**config.mk**
```make
export PLATFORM = sky130hd
export DESIGN_NAME = sub_borrow_ops
export DESIGN_NICKNAME = d
export VERILOG_FILES = /design/src/sub_borrow_pkg.sv /design/src/sub_borrow_ops.sv
export SDC_FILE = /design/constraint.sdc
export NUM_CORES = 1
export LEC_CHECK = 0
export CAP_MARGIN = 5
export CELL_PAD_IN_SITES_DETAIL_PLACEMENT = 1
export CELL_PAD_IN_SITES_GLOBAL_PLACEMENT = 1
export CORE_UTILIZATION = 44
export CTS_CLUSTER_DIAMETER = 50
export DETAILED_ROUTE_END_ITERATION = 6
export DONT_BUFFER_PORTS = 1
export GPL_TIMING_DRIVEN = 0
export PLACE_DENSITY = 0.76
export SYNTH_ARGS = -nofsm -noshare
export SYNTH_HDL_FRONTEND = slang
export SYNTH_SLANG_ARGS = --single-unit
```
**constraint.sdc**
```tcl
create_clock -name core_clk -period 4.95 [get_ports core_clk]
set_input_delay 0.2475 -clock core_clk [delete_from_list [all_inputs] [get_ports core_clk]]
set_output_delay 0.2475 -clock core_clk [all_outputs]
set_load 0.01 [all_outputs]
```
**src/sub_borrow_pkg.sv**
```systemverilog
package sub_borrow_pkg;
    localparam int DATA_W     = 8;
    localparam int NIBBLE_W   = 4;
    localparam int MSB        = DATA_W - 1;
    localparam logic [7:0] ACC_RST = 8'h00;
    localparam logic       CARRY_RST = 1'b0;

    typedef enum logic [1:0] {
        OP_NONE,
        OP_TO_ACC,
        OP_TO_MEM
    } sub_op_t;

    typedef struct packed {
        logic signed_range_flag;
        logic zero_flag;
        logic half_borrow_flag;
        logic carry_flag;
        logic signed_compare_flag;
        logic compare_null_flag;
    } flags_t;

    typedef struct packed {
        logic [7:0] working_register;
        flags_t     flags;
        logic       mem_we;
        logic [7:0] mem_wdata;
        logic       done;
    } state_t;
endpackage : sub_borrow_pkg

```
**src/sub_borrow_ops.sv**
```systemverilog
// Contract
// - result is acc minus mem minus not-carry
// - accumulator variant writes acc, not memory
// - memory variant writes result back to memory
// - carry cleared on borrow, else set
// - update ov, z, ac, c, sc, cz flags
`timescale 1ns/1ps
module sub_borrow_ops (
    input  wire logic                   core_clk,
    input  wire logic                   rst,
    input  wire logic                   sub_borrow_to_accumulator,
    input  wire logic                   sub_borrow_to_memory,
    input  wire logic [7:0]             mem_rdata,
    output logic [7:0]                  working_register,
    output sub_borrow_pkg::flags_t      flags,
    output logic                        mem_we,
    output logic [7:0]                  mem_wdata,
    output logic                        done
);
    localparam int W = sub_borrow_pkg::DATA_W;
    localparam int H = sub_borrow_pkg::NIBBLE_W;
    localparam int M = sub_borrow_pkg::MSB;

    // registered state and its next value
    sub_borrow_pkg::state_t  state_reg;
    sub_borrow_pkg::state_t  state_next;

    // decoded operation
    sub_borrow_pkg::sub_op_t op;

    // subtractor operands, borrow ripple and zero chain
    logic [W-1:0]            minuend;
    logic [W-1:0]            subtrahend;
    logic                    borrow_in;
    wire  [W:0]              borrow_chain;
    wire  [W:0]              zero_chain;
    wire  [W-1:0]            res;
    logic                    borrow_out;
    logic                    half_borrow;

    // flag terms
    logic                    res_neg;
    logic                    res_zero;
    logic                    ov_term;
    logic                    zero_term;
    logic                    half_term;
    logic                    carry_term;
    logic                    sc_term;
    logic                    cz_term;
    sub_borrow_pkg::flags_t  flags_calc;

    // strobe decode, accumulator variant wins
    always_comb begin
        op = sub_borrow_pkg::OP_NONE;
        if (sub_borrow_to_accumulator) begin
            op = sub_borrow_pkg::OP_TO_ACC;
        end else if (sub_borrow_to_memory) begin
            op = sub_borrow_pkg::OP_TO_MEM;
        end
    end

    always_comb begin
        minuend    = state_reg.working_register;
        subtrahend = mem_rdata;
        borrow_in  = ~state_reg.flags.carry_flag;
    end

    assign borrow_chain[0] = borrow_in;
    assign zero_chain[0]   = 1'b1;

    genvar bit_idx;
    generate
        for (bit_idx = 0; bit_idx < W; bit_idx = bit_idx + 1) begin : g_sub_bit
            // one bit of the borrow ripple
            assign res[bit_idx]            = minuend[bit_idx] ^ subtrahend[bit_idx] ^ borrow_chain[bit_idx];
            assign borrow_chain[bit_idx+1] = (~minuend[bit_idx] & subtrahend[bit_idx])
                                           | (~(minuend[bit_idx] ^ subtrahend[bit_idx]) & borrow_chain[bit_idx]);
            assign zero_chain[bit_idx+1]   = zero_chain[bit_idx] & ~res[bit_idx];
        end
    endgenerate

    // borrow out of the top bit and of the low nibble
    always_comb begin
        borrow_out  = borrow_chain[W];
        half_borrow = borrow_chain[H];
    end

    // result sign
    always_comb begin
        res_neg = res[M];
    end

    // result zero
    always_comb begin
        res_zero = zero_chain[W];
    end

    always_comb begin
        if ((minuend[M] ^ subtrahend[M]) & (minuend[M] ^ res_neg)) begin
            ov_term = 1'b1;
        end else begin
            ov_term = 1'b0;
        end
    end

    always_comb begin
        if (res_zero) begin
            zero_term = 1'b1;
        end else begin
            zero_term = 1'b0;
        end
    end

    always_comb begin
        if (half_borrow) begin
            half_term = 1'b0;
        end else begin
            half_term = 1'b1;
        end
    end

    // carry clear on borrow, else set
    always_comb begin
        if (borrow_out) begin
            carry_term = 1'b0;
        end else begin
            carry_term = 1'b1;
        end
    end

    // signed compare, set when no signed borrow
    always_comb begin
        if (ov_term ^ res_neg) begin
            sc_term = 1'b0;
        end else begin
            sc_term = 1'b1;
        end
    end

    // compare zero chained with previous zero
    always_comb begin
        if (res_zero && state_reg.flags.zero_flag) begin
            cz_term = 1'b1;
        end else begin
            cz_term = 1'b0;
        end
    end

    always_comb begin
        flags_calc.signed_range_flag   = ov_term;
        flags_calc.zero_flag           = zero_term;
        flags_calc.half_borrow_flag    = half_term;
        flags_calc.carry_flag          = carry_term;
        flags_calc.signed_compare_flag = sc_term;
        flags_calc.compare_null_flag   = cz_term;
    end

    // next state
    always_comb begin
        state_next        = state_reg;
        state_next.mem_we = 1'b0;
        state_next.done   = 1'b0;
        case (op)
            sub_borrow_pkg::OP_TO_ACC: begin
                state_next.flags            = flags_calc;
                state_next.done             = 1'b1;
                state_next.working_register = res;
                state_next.mem_we           = 1'b0;
                state_next.mem_wdata        = state_reg.mem_wdata;
            end

            sub_borrow_pkg::OP_TO_MEM: begin
                state_next.flags            = flags_calc;
                state_next.done             = 1'b1;
                state_next.mem_we           = 1'b1;
                state_next.mem_wdata        = res;
                state_next.working_register = state_reg.working_register;
            end

            default: begin
                state_next.flags            = state_reg.flags;
                state_next.working_register = state_reg.working_register;
                state_next.mem_wdata        = state_reg.mem_wdata;
            end
        endcase
    end

    // synchronous reset to idle values
    always_ff @(posedge core_clk) begin
        if (rst) begin
            state_reg                           <= '0;
            state_reg.working_register          <= sub_borrow_pkg::ACC_RST;
            state_reg.flags.carry_flag          <= sub_borrow_pkg::CARRY_RST;
            state_reg.flags.signed_range_flag   <= 1'b0;
            state_reg.flags.zero_flag           <= 1'b0;
            state_reg.flags.half_borrow_flag    <= 1'b0;
            state_reg.flags.signed_compare_flag <= 1'b0;
            state_reg.flags.compare_null_flag   <= 1'b0;
            state_reg.mem_we                    <= 1'b0;
            state_reg.mem_wdata                 <= 8'h00;
            state_reg.done                      <= 1'b0;
        end else begin
            state_reg <= state_next;
        end
    end

    // outputs straight from the state register
    assign working_register = state_reg.working_register;
    assign flags            = state_reg.flags;
    assign mem_we           = state_reg.mem_we;
    assign mem_wdata        = state_reg.mem_wdata;
    assign done             = state_reg.done;
endmodule : sub_borrow_ops

```
Word level (Yosys, flattened, before mapping):

Index checks and enable logic that the tools add are counted.

* bits in registers: 24
* bits of input ports: 12
* word-level logic and storage cells: 103
* output and inout bits: 24

* mux-type cells: 11
* reduce and logical (&&, ||, !) cells: 4
* bitwise gates (word level): 76
* equal/unequal tests: 2

Operator list (number)
* case mux 14 bit (2 select lines): 1
* inverter 1 bit: 26
* AND 1 bit: 24
* XOR 1 bit: 18
* two-way mux 1 bit: 8
* OR 1 bit: 8
* two-way mux 2 bit: 2
* == test 2 x 1 -> 1 bit (second input constant): 1
* == test 2 bit (second input constant): 1
* AND reduction 2 bit: 1
* nonzero test 2 bit: 1
* OR reduction 2 bit: 1
* logical AND 1 bit: 1

Depth between registers and ports, before layout:

Gate-level depths: netlist (run 1).

* word-level depth: 23
* mapped depth: 13
* mapped depth without buffers: 13

Least setup slack after synthesis (run 1):

Ideal clock, no wire load.

* path type: register to register
* start: reg, netlist name working_register[0]
* end: reg, netlist name flags[0]
* data arrival time: 4409 ps
* path buffers: 0
* setup time: 96 ps
* period minus slack after synthesis: 4505 ps
* cell stages (with the launch flop): 13
* required time: 4854 ps
* path slack: 445 ps
* path through: dfxtp_1 > inv_1 > fa_1 > fa_1 > fa_1 > fa_1 > fa_1 > fa_1 > fa_1 > inv_1 > fa_1 > or4_4 > o41ai_2

* word-level cells in the longest chain between the ends: 22
* elaborated cells on any way between the ends: 44
* classes of those cells: mux: 2; bitwise: 41; reduce/logical: 1

Ends and longest elaborated chain
* XOR 1 bit: line sub_borrow_ops.sv:77 `| (~(minuend[bit_idx] ^ subtrahend[bit_idx]) & borrow_chain[bit_idx]);`
* inverter 1 bit: line sub_borrow_ops.sv:77
* AND 1 bit: line sub_borrow_ops.sv:77
* OR 1 bit *: line sub_borrow_ops.sv:77
* AND 1 bit *: line sub_borrow_ops.sv:77
* OR 1 bit *: line sub_borrow_ops.sv:77
* AND 1 bit *: line sub_borrow_ops.sv:77
* OR 1 bit *: line sub_borrow_ops.sv:77
* (+7 left out)
* OR 1 bit *: line sub_borrow_ops.sv:77
* XOR 1 bit *: line sub_borrow_ops.sv:75 `assign res[bit_idx] = minuend[bit_idx] ^ subtrahend[bit_idx] ^ borrow_chain[bit_idx];`
* net res[7]: line sub_borrow_ops.sv:37 `wire [W-1:0] res;`
* inverter 1 bit *: line sub_borrow_ops.sv:78 `assign zero_chain[bit_idx+1] = zero_chain[bit_idx] & ~res[bit_idx];`
* AND 1 bit *: line sub_borrow_ops.sv:78
* logical AND 1 bit *: line sub_borrow_ops.sv:142 `if (res_zero && state_reg.flags.zero_flag) begin`
* two-way mux 1 bit *: line sub_borrow_ops.sv:142
* case mux 14 bit (2 select lines) *: line sub_borrow_ops.sv:163 `case (op)`

Mark *: on every way through the listed nets, which the timed path passes. The rest lies on a longest branch. The select of a mux whose other input is x is not followed.
A chain may end at the register's enable or synchronous reset.

Final worst setup path (run 1):

* start: reg, netlist name working_register[0]
* end: reg, netlist name flags[0]

* word-level cells in the longest chain between the ends: 22
* elaborated cells on any way between the ends: 44
* classes of those cells: mux: 2; bitwise: 41; reduce/logical: 1

Ends and longest elaborated chain (line)
* XOR 1 bit: sub_borrow_ops.sv:77
* inverter 1 bit: sub_borrow_ops.sv:77
* AND 1 bit: sub_borrow_ops.sv:77
* OR 1 bit *: sub_borrow_ops.sv:77
* AND 1 bit *: sub_borrow_ops.sv:77
* OR 1 bit *: sub_borrow_ops.sv:77
* AND 1 bit *: sub_borrow_ops.sv:77
* OR 1 bit *: sub_borrow_ops.sv:77
* (+7 left out)
* OR 1 bit *: sub_borrow_ops.sv:77
* XOR 1 bit *: sub_borrow_ops.sv:75
* net res[7]: sub_borrow_ops.sv:37
* inverter 1 bit *: sub_borrow_ops.sv:78
* AND 1 bit *: sub_borrow_ops.sv:78
* logical AND 1 bit *: sub_borrow_ops.sv:142
* two-way mux 1 bit *: sub_borrow_ops.sv:142
* case mux 14 bit (2 select lines) *: sub_borrow_ops.sv:163

Marked as above.

==> flow_summary.toml, run 1 <==
[route]
viasPerCell = 5.521
wirelength_um = 2404
ant_nets = 0
drc_errors = 0
num_vias = 784
drt_iter0_drc = 7
wl_per_cell_um = 16.93
drt_pass1_iterations = 4

[place]
port_buffers = 0
dp_hpwl_um = 1819
place_congestion = 0.7274

[sta]
max_freq_ghz = 0.2113
worstMarginPinSlew_ps = 454.6
fin_setup_tns_ps = 0
fin_skew_ps = 0.9908
finalCritPeriodShare_pct = 95.60
drv_slew = 0
layout_min_cycle_time_ps = 4732
relSlewSlack_pct = 69.69
hold_ws_ps = 113.0
hold_violations = 0
rsz0062_at_grt = "no"
setup_viol = 0

[global_route]
grt_pass1_wl_um = 3760
grt_max_degree = 14
grt_usage_pct = 19.76
gr-total-overflow = 0
grt_pass1_vias = 772
antenna_found_initial = 0

[die]
core_area_um2 = 2276
start_util_pct = 47.61
die_w_um = 51.63
die-area_um2 = 2665
rows = 17
boundaryPins = 36
die_height_um = 51.63

[critical_path]
worstPathRequired_ps = 5180
crit_fanout = 4
end_kind = "flip-flop"
crit_arrival_ps = 4960
critical_path_class = "reg -> reg"
crit_path_start_kind = "flip-flop"
reg2reg_depth = 12

[synth]
syn_inst = 110
synth_fp_nets = 131
synth.top_cell.area_share_pct = 44.34
synth-main-ff-cell = "dfxtp_1"
yosysSeqAreaShare_pct = 44.34
async_flop_share_pct = 0
synth_cell_type_count = 24
syn_avg_cell_area_um2 = 9.850
yosys_register_bits = 24
syn-cell-area_um2 = 1084
synthTopCellsByCount = "dfxtp_1, nor2_1, a211oi_1"
synth_edf_count = 0
yosys-top-cells-area = "dfxtp_1, fa_1, a211oi_1, nor2_1, inv_1"
synth.most_common_cell = "dfxtp_1"
yosys_warnings = 0
synth_top_cell_by_area = "dfxtp_1"

[status]
status = "completed"

[final_layout]
seq_area_um2 = 483.0
syn_to_final_growth_pct = 7.044
fill_cells = 254
n_antenna_cell = 0
final_layout_size_suffix_gt1_share_pct = 13.16
multi_input_area_um2 = 520.5
nets = 136

[cts]
clock-sinks = 24
clock-root-buffer = "clkbuf_4"
cts.path.max_buffers = 2
cts_tree = "done"
htree_levels = 1
numCtsBuffers = 3
clkLatencyLatePin_ps = 320
clk_pin_slew_worst_paths_ps = 140

[power_and_ir_drop]
vdd_drop_max_uv = 178.2
powerDensity_nw_per_um2 = 380.9
p_leak_nw = 0.4354

[min_path]
hold_class = "in -> reg"
hold_depth = 2

[flow_run]
cap_violations = 0
-- cell type report --
class	count	share of cell area, %
buffer	7	3.128
tap	28	3.021
sequential	24	41.64
multi-input combinational	66	44.88
clock buffer	4	3.128
inverter	13	4.207
-- placed cells by master (no fill, tap or decap), types with 3 or more instances in the layout --
master | netlist | final
nand2_1 | 6 | 6
clkbuf_4 | 0 | 3
fa_1 | 8 | 7
dfxtp_1 | 24 | 22
a21oi_1 | 3 | 3
inv_1 | 13 | 13
a211oi_1 | 15 | 15
nor2_1 | 18 | 18
-- report_power, final --
part | switching (mW) | internal [mW] | leakage [nW]
clock network | 0.0626 | 0.0450 | 0.0210
logic | 0.0556 | 0.0421 | 0.216
registers | 0.0240 | 0.212 | 0.199
-- final timing paths --
check        slack, ps  endpoint            startpoint
max                220  flags[0]   working_register[0]
min                110      done  sub_borrow_to_memory
max reg2reg        220  flags[0]   working_register[0]
min reg2reg        520  flags[5]              flags[5]
-- sequential cells by signal, indices dropped and copies added, names as in the netlist --
name and count:
done 1, mem_we 1, mem_wdata 8, flags 6, working_register 8
-- critical path: stages (launching register included) --
cell and delay (ps):
dfxtp_2 390, inv_1 60, fa_1 410, fa_1 400
fa_1 390, fa_2 390, fa_1 410, fa_1 400
fa_1 400, inv_1 80, fa_1 490, or4_4 580
o41ai_2 240
-- cells by family (layout without fill, tap and decap cells) --
| group | count (synthesis) | after routing | share of synthesized area, % |
|---|---|---|---|
| AND/OR/NAND/NOR | 33 | 33 | 14.09 |
| flip-flops | 24 | 24 | 44.34 |
| AO/OA/AOI/OAI | 21 | 21 | 15.13 |
| buffers and inverters | 20 | 24 | 7.853 |
| adder cells (fa/ha/maj) | 9 | 9 | 15.93 |
| multiplexers | 2 | 2 | 1.848 |
| XOR/XNOR | 1 | 1 | 0.8085 |
-- per-layer routing --
layer	GRT usage [%]	share of wire, %	up-vias
met2	32.90	50	23
met4	6.757	1.5	0
met3	4.386	5.5	4
li1	-	-	371
met5	0	0	-
met1	25.14	42	386
-- through the flow --
stage          worst slack [ps]  instances  instance area [µm²]  total power, mW  util (%)
2_1_floorplan             445.1        110                 1084           0.3100         -
6_report                  217.8        142                 1160           0.4418     50.96
3_5_place_dp              90.68        138                 1119           0.3370     49.15
4_1_cts                   70.63        142                 1155           0.4441     50.74
5_1_grt                   25.95        142                 1160           0.4677     50.96
3_3_place_gp              191.4        138                 1119           0.3306     49.15
-- what timing repair did --
item | CTS | global route
hold buffers | 0 | 0
setup buffers | 0 | 0
setup endpoints to repair | 0 | 2
gates resized for setup | 0 | 3
Note: power is estimated with default switching activity, not from simulation.
==> inputs of run 2 (changes only) <==
Settings changed: SETUP_SLACK_MARGIN from default to 0.3.
==> flow_summary.toml, run 2 (synthesis results as in run 1) <==
[status]
status = "completed"

[final_layout]
multi_input_area_um2 = 546.8
seq_area_um2 = 485.5
n_antenna_cell = 0
fin_cells = 144
final_layout_size_suffix_gt1_share_pct = 19.83
nets = 138
syn_to_final_growth_pct = 11.09
finish.utilization_pct = 52.89
final_common_cell = "dfxtp_1"
reg_top3 = "mem_wdata: 8 flops, working_register: 8 flops, flags: 6 flops"
final_cell_mix = "dfxtp_1, nor2_1, a211oi_1, inv_1, fa_2"
fill_cells = 247
design_area_um2 = 1204

[sta]
max_freq_ghz = 0.2237
setup_slack_ps = 479.5
hold_violations = 0
setup_viol = 0
drv_slew = 0
finalCritPeriodShare_pct = 90.31
relSlewSlack_pct = 70.01
worstMarginPinSlew_ps = 449.8
fin_skew_ps = 5.638
hold_ws_ps = 119.1
fin_setup_tns_ps = 0
layout_min_cycle_time_ps = 4471
rsz0062_at_grt = "no"

[cts]
cts_hold_buffers = 0
numCtsBuffers = 3
cts.path.max_buffers = 2
clkLatencyLatePin_ps = 320
clock-root-buffer = "clkbuf_4"
clk_pin_slew_worst_paths_ps = 140
htree_levels = 1
cts_tree = "done"
clock-sinks = 24

[critical_path]
crit_arrival_ps = 4710
critical_path_class = "reg -> reg"
worstPathRequired_ps = 5190
crit_fanout = 4
crit_path_start_kind = "flip-flop"
end_kind = "flip-flop"

[place]
place_congestion = 0.7274
place_ws_ps = 90.68
dp_hpwl_um = 1819
placedCellCount = 138
port_buffers = 0
placed_area_um2 = 1119

[route]
wirelength_um = 2438
drt_iter0_drc = 6
drc_errors = 0
num_vias = 787
wl_per_cell_um = 16.93
drt_pass1_iterations = 3
ant_nets = 0
viasPerCell = 5.465

[die]
core_area_um2 = 2276
rows = 17
start_util_pct = 47.61
die_height_um = 51.63
boundaryPins = 36
die_w_um = 51.63
die-area_um2 = 2665

[min_path]
hold_class = "in -> reg"

[global_route]
grt_pass1_wl_um = 3829
gr-total-overflow = 0
grt_pass1_vias = 784
grt_usage_pct = 20.37
grt_max_degree = 14
antenna_found_initial = 0

[power_and_ir_drop]
vdd_drop_max_uv = 179.3
powerDensity_nw_per_um2 = 376.6
finalPower_mw = 0.4533
p_leak_nw = 0.4567

[flow_run]
cap_violations = 0
run 2: changes by cell type in the layout (fill, tap and decap cells not counted):
cell,previous run,this run
o41ai_4,0,1
dfxtp_4,0,1
fa_1,7,1
buf_4,0,2
fa_2,1,7
dfxtp_2,2,1
o41ai_2,1,0
run 2: power breakdown:
group	leakage, nW	internal [mW]	switching, mW	total, mW
combinational	0.237	0.0506	0.0583	0.109
clock	0.0210	0.0450	0.0628	0.108
sequential	0.199	0.212	0.0243	0.237
run 2: repair_timing:
action	in CTS	in global routing
hold endpoints to repair	0	0
buffers inserted	1	1
pin swaps	2	1
endpoints found under the setup margin	2	2
gates resized for setup	8	3
run 2: final timing paths:
| path | from | to | slack, ps | depth (start not counted) |
|---|---|---|---|---|
| hold reg to reg | flags[1] | flags[1] | 520 | 2 |
| setup / recovery | flags[2] | flags[0] | 480 | 12 |
| hold / removal | sub_borrow_to_memory | done | 120 | 2 |
| setup reg to reg | flags[2] | flags[0] | 480 | 12 |
run 2: cell type report:
| type | count | area share (%) |
|---|---|---|
| Buffer | 7 | 3.015 |
| Inverter | 13 | 4.054 |
| Sequential cell | 24 | 40.33 |
| Timing Repair Buffer | 2 | 1.247 |
| Clock buffer | 4 | 3.015 |
| Tap cell | 28 | 2.911 |
| Multi-Input combinational cell | 66 | 45.43 |
run 2: metal layers:
metal | vias to the layer above | track usage [%] | wire [µm]
li1 | 375 | - | -
met1 | 385 | 26.57 | 1023
met2 | 23 | 31.82 | 1247
met3 | 4 | 5.263 | 133
met4 | 0 | 8.559 | 34
met5 | - | 0 | 0
run 2: critical path: stages (launching register included):
cell and delay [ps]:
dfxtp_2 400, inv_1 70, fa_1 390, fa_2 360, fa_2 360, fa_2 420, fa_2 350, fa_2 350
fa_2 350, inv_1 90, fa_2 460, or4_4 560, o41ai_4 220
==> inputs of run 3 (changes only) <==
Settings changed: CELL_PAD_IN_SITES_GLOBAL_PLACEMENT 1 to 2, CORE_UTILIZATION 44 to 35.
==> flow_summary.toml, run 3 (synthesis results as in run 1) <==
[die]
core_area_um2 = 2853
rows = 19
die_height_um = 57.64
die-area_um2 = 3322
start_util_pct = 37.98
die_w_um = 57.64
boundaryPins = 36

[sta]
setup_slack_ps = 461.2
rsz0062_at_grt = "no"
finalCritPeriodShare_pct = 90.68
drv_slew = 0
max_freq_ghz = 0.2228
layout_min_cycle_time_ps = 4489
fin_setup_tns_ps = 0
hold_violations = 0
fin_skew_ps = 16.88
relSlewSlack_pct = 67.16
setup_viol = 0
worstMarginPinSlew_ps = 492.6

[global_route]
gr-total-overflow = 0
antenna_found_initial = 0
grt_pass1_vias = 791
grt_max_degree = 14
grt_pass1_wl_um = 3995
grt_usage_pct = 16.10

[route]
drt_pass1_iterations = 6
viasPerCell = 5.288
wl_per_cell_um = 16.38
num_vias = 772
drc_errors = 2
ant_nets = 0
drt_iter0_drc = 14
wirelength_um = 2391

[final_layout]
final_cell_mix = "dfxtp_1, nor2_1, a211oi_1, inv_1"
fin_cells = 146
finish.utilization_pct = 41.58
nets = 137
reg_top3 = "mem_wdata: 8 flops, working_register: 8 flops, flags: 6 flops"
final_common_cell = "dfxtp_1"
final_layout_size_suffix_gt1_share_pct = 18.26
n_antenna_cell = 0
design_area_um2 = 1186
syn_to_final_growth_pct = 9.469

[place]
dp_hpwl_um = 1871
place_ws_ps = 112.4
placedCellCount = 141
placed_area_um2 = 1122
port_buffers = 0
place_congestion = 0.7100

[critical_path]
crit_path_start_kind = "flip-flop"
reg2reg_slack_ps = 460
critical_path_class = "reg -> reg"
worstReg2RegEnd = "flags[0]"
worstReg2RegStart = "working_register[0]"
path_common_cell = "fa_2"
crit_arrival_ps = 4710
worstPathRequired_ps = 5170
slowest_delay_ps = 550
end_kind = "flip-flop"
reg2reg_depth = 12
crit_chain = "inv_1, fa_1, fa_2, fa_2, fa_2, fa_1, fa_2, fa_2, inv_1, fa_2, or4_4, o41ai_2"
crit_fanout = 3
crit_slowest_cell = "or4_4"

[cts]
htree_levels = 1
cts_hold_buffers = 0
cts.path.max_buffers = 2
cts_tree = "done"
clk_pin_slew_worst_paths_ps = 120
clkLatencyLatePin_ps = 310
clock-root-buffer = "clkbuf_4"
clock-sinks = 24
numCtsBuffers = 3

[status]
status = "finished with violations"
violations = "design-rule violations"

[min_path]
hold_class = "in -> reg"
hold_depth = 2
min_to = "done"
hold_start = "sub_borrow_to_memory"

[power_and_ir_drop]
vdd_drop_max_uv = 153.2
powerDensity_nw_per_um2 = 373.7
p_leak_nw = 0.4381

[flow_run]
cap_violations = 0
## run 3: cell count changes in the layout (fill, tap and decap cells not counted), sizes merged
cell	delta
buf	-1
## run 3: final cells by class
cell class / count / area [µm²]
plain buffers: 7 / 36.28
clock buffers: 4 / 36.28
fillers: 316 / 1667
inverters: 13 / 48.80
multi-input cells: 66 / 533.0
flip-flops and latches: 24 / 485.5
well taps: 31 / 38.79
repair buffers: 1 / 7.507
## run 3: routing by layer
metal | part of all wire, % | wire length (µm) | track usage, % | vias up
met5 | 0 | 0 | 0 | -
met4 | 0.71 | 17 | 5.226 | 0
met3 | 7.2 | 172 | 4.688 | 2
met2 | 49 | 1174 | 26.25 | 23
met1 | 43 | 1027 | 20.57 | 374
li1 | - | - | - | 373
## run 3: repair_timing
action	4_1_cts	5_1_grt
pin swaps	0	3
resized for setup	6	3
setup endpoints to repair	2	2
hold endpoints to repair	0	0
buffers inserted	0	1
## run 3: where the power goes
group / internal, mW / switching (mW)
registers: 0.212 / 0.0243
logic: 0.0479 / 0.0547
clock network: 0.0449 / 0.0593
## run 3: worst max path at each step
| stage | startpoint | endpoint | slack, ps | cells past startpoint |
|---|---|---|---|---|
| 5_1_grt | working_register[0] | flags[0] | 310 | 12 |
| 2_1_floorplan | working_register[0] | flags[0] | 450 | 12 |
| 6_report | working_register[0] | flags[0] | 460 | 12 |
| 4_1_cts | working_register[0] | flags[0] | 350 | 12 |
| 3_3_place_gp | working_register[0] | flags[0] | 160 | 12 |
| 3_5_place_dp | working_register[0] | flags[0] | 110 | 12 |
## run 3: per-stage QoR
stage | hold slack, ps | total power [mW]
finish | 124.4 | 0.4433
global route | 138.2 | 0.4747
CTS | 120.0 | 0.4452
detailed placement | 450.8 | 0.3366
global placement | 439.7 | 0.3327
floorplan | 407.9 | 0.3100
## run 3: worst max-delay path, delay by kind of cell, from the launching register on
| kind | cells | cell delay [ps] |
|---|---|---|
| buffers and inverters | 2 | 160 |
| DFF | 1 | 390 |
| adders and majority gates | 8 | 3120 |
| and+or+nand+nor | 1 | 550 |
| AOI/OAI and AO/OA | 1 | 190 |
